<file path="src/iwr_pkg.sv">
/*
 * Package for the independent windowed watchdog: status layout, clock division
 * and window position encodings, reset values and timing counts.
 * Assumes nothing of its surroundings beyond a SystemVerilog compiler.
 */
package iwr_pkg;

   // Status word layout.
   localparam int unsigned STAT_REFERR_BIT = 15;
   localparam int unsigned STAT_UNDF_BIT = 14;
   localparam logic [15:0] STAT_REFERR_MASK = 16'h8000;
   localparam logic [15:0] STAT_UNDF_MASK = 16'h4000;
   localparam logic [15:0] STAT_COUNT_MASK = 16'h3FFF;
   localparam int unsigned CNT_W = 14;

   // Counter start value and reset values.
   localparam logic [13:0] CNT_START = 14'h3FFF;
   localparam logic [13:0] CNT_RESET = 14'h3FFF;

   // Count cycles a refresh needs before the reload takes effect.
   localparam logic [2:0] REFRESH_CYCLES = 3'h4;

   // Clock division ratio selector (field as written by software).
   localparam logic [7:0] DIV_1 = 8'h00;
   localparam logic [7:0] DIV_16 = 8'h20;
   localparam logic [7:0] DIV_32 = 8'h30;
   localparam logic [7:0] DIV_64 = 8'h40;
   localparam logic [7:0] DIV_128 = 8'hF0;
   localparam logic [7:0] DIV_256 = 8'h50;

   // Divider terminal counts; a count cycle lasts terminal+1 dedicated clock periods.
   localparam logic [7:0] DIV_LAST_1 = 8'h00;
   localparam logic [7:0] DIV_LAST_16 = 8'h0F;
   localparam logic [7:0] DIV_LAST_32 = 8'h1F;
   localparam logic [7:0] DIV_LAST_64 = 8'h3F;
   localparam logic [7:0] DIV_LAST_128 = 8'h7F;
   localparam logic [7:0] DIV_LAST_256 = 8'hFF;

   // Window start bounds as counter values; refresh is allowed at or below them.
   localparam logic [13:0] WIN_HI_25 = 14'h0FFF;
   localparam logic [13:0] WIN_HI_50 = 14'h1FFF;
   localparam logic [13:0] WIN_HI_75 = 14'h2FFF;
   localparam logic [13:0] WIN_HI_100 = 14'h3FFF;

   // Window end bounds as counter values; refresh is allowed at or above them.
   localparam logic [13:0] WIN_LO_75 = 14'h3000;
   localparam logic [13:0] WIN_LO_50 = 14'h2000;
   localparam logic [13:0] WIN_LO_25 = 14'h1000;
   localparam logic [13:0] WIN_LO_0 = 14'h0000;

   // Window end and start selectors.
   typedef enum logic [1:0] {
      WEND_75 = 2'b00,
      WEND_50 = 2'b01,
      WEND_25 = 2'b10,
      WEND_0 = 2'b11
   } iwr_wend_t;
   typedef enum logic [1:0] {
      WSTART_25 = 2'b00,
      WSTART_50 = 2'b01,
      WSTART_75 = 2'b10,
      WSTART_100 = 2'b11
   } iwr_wstart_t;

   // Configuration carried as one packed group.
   typedef struct packed {
      logic [7:0] clk_div;
      iwr_wend_t win_end;
      iwr_wstart_t win_start;
      logic irq_en;
      logic auto_start;
   } iwr_cfg_t;

   // Refresh sequencer states.
   typedef enum logic [1:0] {
      RS_IDLE = 2'b00,
      RS_WAIT = 2'b01,
      RS_LOAD = 2'b10
   } iwr_rstate_t;

endpackage

</file>
<file path="src/iwr_prescaler.sv">
/*
 * Prescaler for the watchdog: turns the synchronised dedicated clock into a
 * one-cycle count tick at the selected division ratio.
 * Assumes wd_clk_rise is a clean single-cycle pulse on core_clk.
 */
`timescale 1ns/10ps
module iwr_prescaler
   import iwr_pkg::*;
(
   input wire logic core_clk,
   input wire logic nrst,
   input wire logic clk_en,
   input wire logic wd_clk_rise,
   input wire logic [7:0] clk_div,
   output logic count_tick
);
   import iwr_pkg::*;

   logic [7:0] div_cnt_q; // Counts dedicated clock edges.
   logic [7:0] div_last; // Terminal value of the divider.

   // Decode the ratio; an unknown code falls back to no division.
   always_comb begin
      case (clk_div)
         DIV_16: div_last = DIV_LAST_16;
         DIV_32: div_last = DIV_LAST_32;
         DIV_64: div_last = DIV_LAST_64;
         DIV_128: div_last = DIV_LAST_128;
         DIV_256: div_last = DIV_LAST_256;
         default: div_last = DIV_LAST_1;
      endcase
   end

   // One count cycle spans div_last+1 dedicated clock periods.
   always_ff @(posedge core_clk) begin
      if (!nrst) begin
         div_cnt_q <= 8'h00;
      end else if (clk_en && wd_clk_rise) begin
         div_cnt_q <= (div_cnt_q >= div_last) ? 8'h00 : div_cnt_q + 8'h01;
      end
   end

   assign count_tick = clk_en && wd_clk_rise && (div_cnt_q >= div_last);
endmodule

</file>
<file path="src/iwr_watchdog.sv">
/*
 * Independent windowed watchdog core: 14-bit down-counter, refresh window check,
 * sticky refresh error and underflow flags, status word and interrupt request.
 * Assumes core_clk is at least four times the undivided watchdog clock and that
 * the dedicated watchdog clock arrives asynchronously on a pin.
 */
// Overview of operation
// - Status bits 15,14 are error flags.
// - Status low 14 bits show live count.
// - Refresh reloads start value, counting continues.
// - Refresh outside window sets error flag.
// - Expiry without refresh sets underflow flag.
// - Refresh reload may take four count cycles.
// - Count cycle length follows division ratio.
// - Interrupt on underflow or refresh error.
// - Auto start runs counter right after reset.
// - Register start waits for first refresh.
// - Window end selects 75/50/25/0 percent.
// - Window start selects 25/50/75/100 percent.
`timescale 1ns/10ps
module iwr_watchdog
   import iwr_pkg::*;
(
   input wire logic core_clk,
   input wire logic nrst,
   input wire logic clk_en,
   input wire logic watchdog_dedicated_clock,
   input iwr_pkg::iwr_cfg_t cfg,
   input wire logic refresh_cmd,
   input wire logic status_read_command,
   input wire logic clr_refresh_error,
   input wire logic clr_underflow,
   output logic [15:0] status_word,
   output logic status_valid,
   output logic counting,
   output logic refresh_busy,
   output logic irq,
   output logic wd_reset
);
   import iwr_pkg::*;

   logic wdc_meta_q; // First synchroniser stage, read only by the second.
   logic wdc_sync_q; // Second synchroniser stage.
   logic wdc_prev_q; // Previous synchronised level for edge detect.
   logic wd_clk_rise; // One-cycle pulse per dedicated clock rising edge.
   logic count_tick; // One count cycle elapsed.
   logic [13:0] cnt_q; // The down-counter.
   logic run_q; // Counter is running.
   logic auto_q; // Auto start caught after reset release.
   logic started_q; // Auto start has been sampled once.
   logic refresh_error_flag; // Sticky refresh error.
   logic underflow_flag; // Sticky underflow.
   iwr_rstate_t rstate_q; // Refresh sequencer.
   logic [2:0] rwait_q; // Count cycles spent waiting for reload.
   logic in_window; // Counter inside refresh permitted window.
   logic [13:0] win_hi; // Start position as counter value (refresh allowed below).
   logic [13:0] win_lo; // End position as counter value (refresh allowed above).
   logic underflow_ev; // Counter passes zero on this tick.
   logic referr_ev; // Refresh attempted outside window.
   logic [15:0] status_q; // Registered status word.

   // Two-stage synchroniser for the asynchronous dedicated clock.
   always_ff @(posedge core_clk) begin
      if (!nrst) begin
         wdc_meta_q <= 1'b0;
         wdc_sync_q <= 1'b0;
         wdc_prev_q <= 1'b0;
      end else if (clk_en) begin
         wdc_meta_q <= watchdog_dedicated_clock;
         wdc_sync_q <= wdc_meta_q;
         wdc_prev_q <= wdc_sync_q;
      end
   end

   // The edge detector sees only the second stage and its delayed copy, never the metastable one.
   assign wd_clk_rise = wdc_sync_q && !wdc_prev_q;

   // The divider lives in its own module so the ratio decode stays local.
   iwr_prescaler iwr_prescaler_inst (
      .core_clk(core_clk),
      .nrst(nrst),
      .clk_en(clk_en),
      .wd_clk_rise(wd_clk_rise),
      .clk_div(cfg.clk_div),
      .count_tick(count_tick)
   );

   // Window bounds as fractions of the full count, from quarter decodes.
   always_comb begin
      case (cfg.win_start)
         WSTART_25: win_hi = WIN_HI_25;
         WSTART_50: win_hi = WIN_HI_50;
         WSTART_75: win_hi = WIN_HI_75;
         default: win_hi = WIN_HI_100;
      endcase
      case (cfg.win_end)
         WEND_75: win_lo = WIN_LO_75;
         WEND_50: win_lo = WIN_LO_50;
         WEND_25: win_lo = WIN_LO_25;
         default: win_lo = WIN_LO_0;
      endcase
   end

   // Refresh is allowed once the count is at or below start and at or above end.
   // A stopped counter accepts any refresh, since that refresh starts it.
   assign in_window = !run_q || ((cnt_q <= win_hi) && (cnt_q >= win_lo));
   assign referr_ev = clk_en && refresh_cmd && !in_window;
   assign underflow_ev = run_q && count_tick && (cnt_q == 14'h0000)
      && (rstate_q != RS_LOAD);

   // Catch the auto start strap once after reset release.
   always_ff @(posedge core_clk) begin
      if (!nrst) begin
         auto_q <= 1'b0;
         started_q <= 1'b0;
      end else if (clk_en && !started_q) begin
         auto_q <= cfg.auto_start;
         started_q <= 1'b1;
      end
   end

   // Refresh sequencer: wait for up to four count cycles, then reload.
   // Keeping the reload on a count boundary avoids a half-length first cycle.
   always_ff @(posedge core_clk) begin
      if (!nrst) begin
         rstate_q <= RS_IDLE;
         rwait_q <= 3'h0;
      end else if (clk_en) begin
         case (rstate_q)
            RS_IDLE: begin
               if (refresh_cmd) begin
                  rstate_q <= RS_WAIT;
                  rwait_q <= 3'h0;
               end
            end
            RS_WAIT: begin
               if (count_tick) begin
                  rwait_q <= rwait_q + 3'h1;
                  if (rwait_q + 3'h1 >= REFRESH_CYCLES - 3'h1) begin
                     rstate_q <= RS_LOAD;
                  end
               end
            end
            RS_LOAD: begin
               if (count_tick) begin
                  rstate_q <= RS_IDLE;
               end
            end
            default: rstate_q <= RS_IDLE;
         endcase
      end
   end

   // Down-counter: started by auto start or the first refresh, never by config.
   always_ff @(posedge core_clk) begin
      if (!nrst) begin
         cnt_q <= CNT_RESET;
         run_q <= 1'b0;
      end else if (clk_en) begin
         if (started_q && auto_q && !run_q) begin
            run_q <= 1'b1;
            cnt_q <= CNT_START;
         end else if (rstate_q == RS_LOAD && count_tick) begin
            run_q <= 1'b1;
            cnt_q <= CNT_START;
         end else if (run_q && count_tick) begin
            cnt_q <= cnt_q - 14'h0001;
         end
      end
   end

   // Sticky flags: a new event in the clearing cycle wins over the clear.
   always_ff @(posedge core_clk) begin
      if (!nrst) begin
         refresh_error_flag <= 1'b0;
         underflow_flag <= 1'b0;
      end else if (clk_en) begin
         if (referr_ev) begin
            refresh_error_flag <= 1'b1;
         end else if (clr_refresh_error) begin
            refresh_error_flag <= 1'b0;
         end
         if (underflow_ev) begin
            underflow_flag <= 1'b1;
         end else if (clr_underflow) begin
            underflow_flag <= 1'b0;
         end
      end
   end

   // Status snapshot taken on a read command, one cycle later.
   always_ff @(posedge core_clk) begin
      if (!nrst) begin
         status_q <= 16'h0000;
         status_valid <= 1'b0;
      end else if (clk_en) begin
         status_valid <= status_read_command;
         if (status_read_command) begin
            status_q <= (refresh_error_flag ? STAT_REFERR_MASK : 16'h0000)
               | (underflow_flag ? STAT_UNDF_MASK : 16'h0000)
               | ({2'b00, cnt_q} & STAT_COUNT_MASK);
         end
      end
   end

   // Interrupt or reset request: one output each, chosen by irq_en.
   always_ff @(posedge core_clk) begin
      if (!nrst) begin
         irq <= 1'b0;
         wd_reset <= 1'b0;
      end else if (clk_en) begin
         irq <= cfg.irq_en && (refresh_error_flag || underflow_flag);
         wd_reset <= !cfg.irq_en && (referr_ev || underflow_ev);
      end
   end

   assign status_word = status_q;
   assign counting = run_q;
   assign refresh_busy = (rstate_q != RS_IDLE);

endmodule

</file>
<file path="config.mk">
export PLATFORM = sky130hd
export DESIGN_NAME = iwr_watchdog
export DESIGN_NICKNAME = d
export VERILOG_FILES = /design/src/iwr_pkg.sv /design/src/iwr_prescaler.sv /design/src/iwr_watchdog.sv
export SDC_FILE = /design/constraint.sdc
export NUM_CORES = 1
export LEC_CHECK = 0
export BUFFER_PORTS_ARGS = -buffer_cell sky130_fd_sc_hd__buf_2
export CORE_MARGIN = 4
export CORE_UTILIZATION = 40
export CTS_CLUSTER_SIZE = 14
export DETAILED_ROUTE_END_ITERATION = 16
export MAX_ROUTING_LAYER = met4
export SLEW_MARGIN = 20
export SYNTH_ARGS = -nofsm -noshare
export SYNTH_HDL_FRONTEND = slang
export SYNTH_HIERARCHICAL = 1
export SYNTH_SLANG_ARGS = --single-unit
</file>
<file path="constraint.sdc">
create_clock -name core_clk -period 3.55 [get_ports core_clk]
set_input_delay 0.1775 -clock core_clk [delete_from_list [all_inputs] [get_ports core_clk]]
set_output_delay 0.1775 -clock core_clk [all_outputs]
set_load 0.03 [all_outputs]
</file>
==> results.sh <==
export IMPL_hold_class="input port to flip-flop"
export IMPL_dp_cells=459
export IMPL_final_cell_mix="nand2_1, dfxtp_1, buf_2"
export IMPL_final_common_cell="nand2_1"
export IMPL_crit_cells=8
export IMPL_tns_ns=0
export IMPL_grt_max_degree=39
export IMPL_r2r_slack_ns=0.43
export IMPL_drc=0
export IMPL_dieHeight_um=92.97
export IMPL_combinationalPowerShare=0.115
export IMPL_clk_latency_ns=0.31
export IMPL_syn_nets=375
export IMPL_ys_ff_latch=54
export IMPL_path_cells="nor2b_1, nand2_2, or4b_4, o22ai_1, nand3_1, a2111oi_0, xnor2_1, nand2_1"
export IMPL_cp_arrival_ns=3.31
export IMPL_p_leak_nw=1.394
export IMPL_status="complete, no violations"
export IMPL_seqPwrFrac=0.570
export IMPL_drtIter0Drc=60
export IMPL_clockBufferDepth=2
export IMPL_finalSetupViolations=0
export IMPL_cp_data_required_time_ns=3.74
export IMPL_cp_slowest_stage_delay_ns=0.59
export IMPL_initial_core_util=0.4181
export IMPL_grt_setup_unrepaired="false"
export IMPL_synth_flop_cell="dfxtp_1"
export IMPL_cts_tree="built"
export IMPL_finalHoldViolCount=0
export IMPL_crit_path_end="cnt_q[6]$_SDFFE_PN1P_"
export IMPL_antenna_found_initial=0
export IMPL_maxCapViolCount=0
export IMPL_synth_edf_count=0
export IMPL_diodes=0
export IMPL_first_global_vias=2248
export IMPL_async_flop_share=0
export IMPL_grt_overflow=0
export IMPL_dr_pass1_iters=4
export IMPL_finalNonFillerCells=467
export IMPL_fp_dieW_um=92.97
export IMPL_cp_max_fo=7
export IMPL_dr_total_vias=2390
export IMPL_drtAntennaViolNets=0
export IMPL_rr_startpoint="wdc_sync_q$_SDFFE_PN0P_"
export IMPL_grt_total_usage=0.1590
export IMPL_power_frac_clock=0.315
export IMPL_power_switching_mw=0.3017
export IMPL_grt_first_pass_wirelength_um=10730
export IMPL_hpwlAfterDp_um=4593
export IMPL_peakVddDrop_uv=201.3
export IMPL_nets=410
export IMPL_fin_crit_sh=0.8801
export IMPL_worst_pin_slew_ns=0.6926
export IMPL_dieArea_mm2=0.008642
export IMPL_port_buffers=42
export IMPL_fmax_mhz=320.1
export IMPL_yosysWarningCount=6
export IMPL_syn_to_final_growth_pct=12.65
export IMPL_slew_viol_final=0
export IMPL_cp_slowest_cell="or4b_4"
export IMPL_start_kind="flip-flop"
export IMPL_io_pins=43
export IMPL_vias_per_cell=5.118
export IMPL_maxSlewHeadroom=0.5371
export IMPL_seq_area_mm2=0.001081
export IMPL_core_rowCount=30
export IMPL_design_core_area_mm2=0.006907
export IMPL_holdBufCountCts=0
export IMPL_seq_area_frac_synth=0.3744
export IMPL_switching_share=0.2718
export IMPL_clkSinkCount=54
export IMPL_crit_path_start="wdc_sync_q$_SDFFE_PN0P_"
export IMPL_crit_buf_inv=0
export IMPL_cts_buffers=5
export IMPL_reg2reg_to="cnt_q[6]$_SDFFE_PN1P_"
export IMPL_drive_above_1_share=0.1752
export IMPL_cts_resized=0
export IMPL_avgSynthCellArea_um2=8.620
export IMPL_syn_area_mm2=0.002888
export IMPL_place_gp_congestion=0.8402
export IMPL_htreeDepth=2
export IMPL_finalClockSkew_ns=0.01275
export IMPL_end_kind="flip-flop"
export IMPL_root_buffer="clkbuf_8"
export IMPL_p_int_mw=0.8081
export IMPL_multi_input_area_mm2=0.001669
export IMPL_avgRoutedWirePerCell_um=13.69
export IMPL_critPathTopFamily="simple AND/OR/NAND/NOR gates"
export IMPL_ys_types=53
export IMPL_period_needed_ns=3.124
export IMPL_post_cts_buffers=0
export IMPL_fill_cells=738
export IMPL_routed_wl_um=6392
export IMPL_path_class="flip-flop to flip-flop"
export IMPL_r2r_cells=8
export IMPL_path_clk_slew_ns=0.10
export IMPL_power_density_mw_per_mm2=341.1
export IMPL_synthCells=335
[synthesized netlist by cell type, types with 2 or more instances]
cell,count,area [um^2]
nand3_1,11,55.05
o2111ai_1,3,26.28
nor2_1,16,60.06
and4_1,2,17.52
nor4_2,2,25.02
clkbuf_1,12,45.04
nor2b_1,10,62.56
nand2b_1,4,25.02
o21ai_1,3,15.01
nor3_1,4,20.02
nand2_1,58,217.7
nand4_1,7,43.79
a21oi_1,8,40.04
o211ai_1,6,45.04
xnor2_1,7,61.31
and3_1,7,43.79
inv_1,13,48.80
nor3b_1,2,15.01
dfxtp_1,54,1081
buf_2,4,20.02
mux2i_1,7,70.07
and2_1,5,31.28
o21a_1,2,15.01
o21ai_0,7,35.03
a21boi_0,19,142.6
xor2_1,12,105.1
nor4_1,4,25.02
or4_1,2,15.01
ha_1,18,225.2
nand4b_1,3,26.28
[cell families after synthesis]
logic type | share of synthesized area
multiplexers | 0.02426
AO/OA/AOI/OAI | 0.1599
buffers and inverters | 0.04766
AND/OR/NAND/NOR | 0.2582
XOR/XNOR | 0.05763
adder cells (fa/ha/maj) | 0.07799
flip-flops | 0.3744
[registers in the layout, summed over array words and instances (netlist names), 2 cells and up]
register,count
iwr_prescaler_inst/div_cnt_q,8
cnt_q,14
rwait_q,3
rstate_q,2
status_word,16
[area by class of cell]
type | instances | area share
Inverter | 13 | 0.01500
Clock buffer | 6 | 0.02231
Tap cell | 96 | 0.03692
Timing Repair Buffer | 47 | 0.07615
Clock inverter | 2 | 0.004231
Multi-Input combinational cell | 249 | 0.5131
Sequential cell | 54 | 0.3323
[worst min-delay path by stage]
stage               depth (start not counted)                      from                                      endpoint  slack [ns]
detailed placement                          2     wd_reset$_SDFFE_PN0P_                         wd_reset$_SDFFE_PN0P_        0.44
CTS                                         3                    cfg[0]                           auto_q$_SDFFE_PN0P_        0.12
global placement                            2     wd_reset$_SDFFE_PN0P_                         wd_reset$_SDFFE_PN0P_        0.43
finish                                      3                    cfg[0]                           auto_q$_SDFFE_PN0P_        0.13
global route                                3  watchdog_dedicated_clock                       wdc_meta_q$_SDFFE_PN0P_        0.15
floorplan                                   2                    clk_en  iwr_prescaler_inst/div_cnt_q[1]$_SDFFE_PN0P_        0.34
[per-stage QoR]
stage / hold WS [ns] / power (mW) / utilization / setup WS (ns) / area, um^2
2_1_floorplan: 0.3376 / 0.7329 / - / 0.06033 / 2888
3_3_place_gp: 0.4344 / 0.7742 / 0.4585 / 0.2087 / 3167
3_5_place_dp: 0.4407 / 0.7761 / 0.4585 / 0.1359 / 3167
4_1_cts: 0.1211 / 1.130 / 0.4710 / 0.4361 / 3253
5_1_grt: 0.1491 / 1.166 / 0.4710 / 0.1456 / 3253
6_report: 0.1265 / 1.110 / 0.4710 / 0.4258 / 3253
[worst register-to-register path, cell delays in order, from the launching register on]
cell       delay, ns
dfxtp_1         0.36
nor2b_1         0.33
nand2_2         0.19
or4b_4          0.60
o22ai_1         0.40
nand3_1         0.31
a2111oi_0       0.57
xnor2_1         0.17
nand2_1         0.07
[layer usage]
layer  global-route usage  routed length [um]  share of wire  up-vias
met2               0.2639                3048           0.48       47
met4              0.05250                  84          0.013        0
met3              0.02924                 258          0.040        8
met1               0.1949                3001           0.47     1101
met5                    -                   0              0        -
li1                     -                   -              -     1234
[power groups by stage]
stage | Combinational [mW] | Clock, mW | Sequential [mW]
4_1_cts | 0.130 | 0.367 | 0.633
3_3_place_gp | 0.128 | 0 | 0.646
2_1_floorplan | 0.0689 | 0 | 0.664
3_5_place_dp | 0.130 | 0 | 0.647
6_report | 0.128 | 0.350 | 0.632
5_1_grt | 0.141 | 0.389 | 0.635
Note: power is estimated with default switching activity, not from simulation.
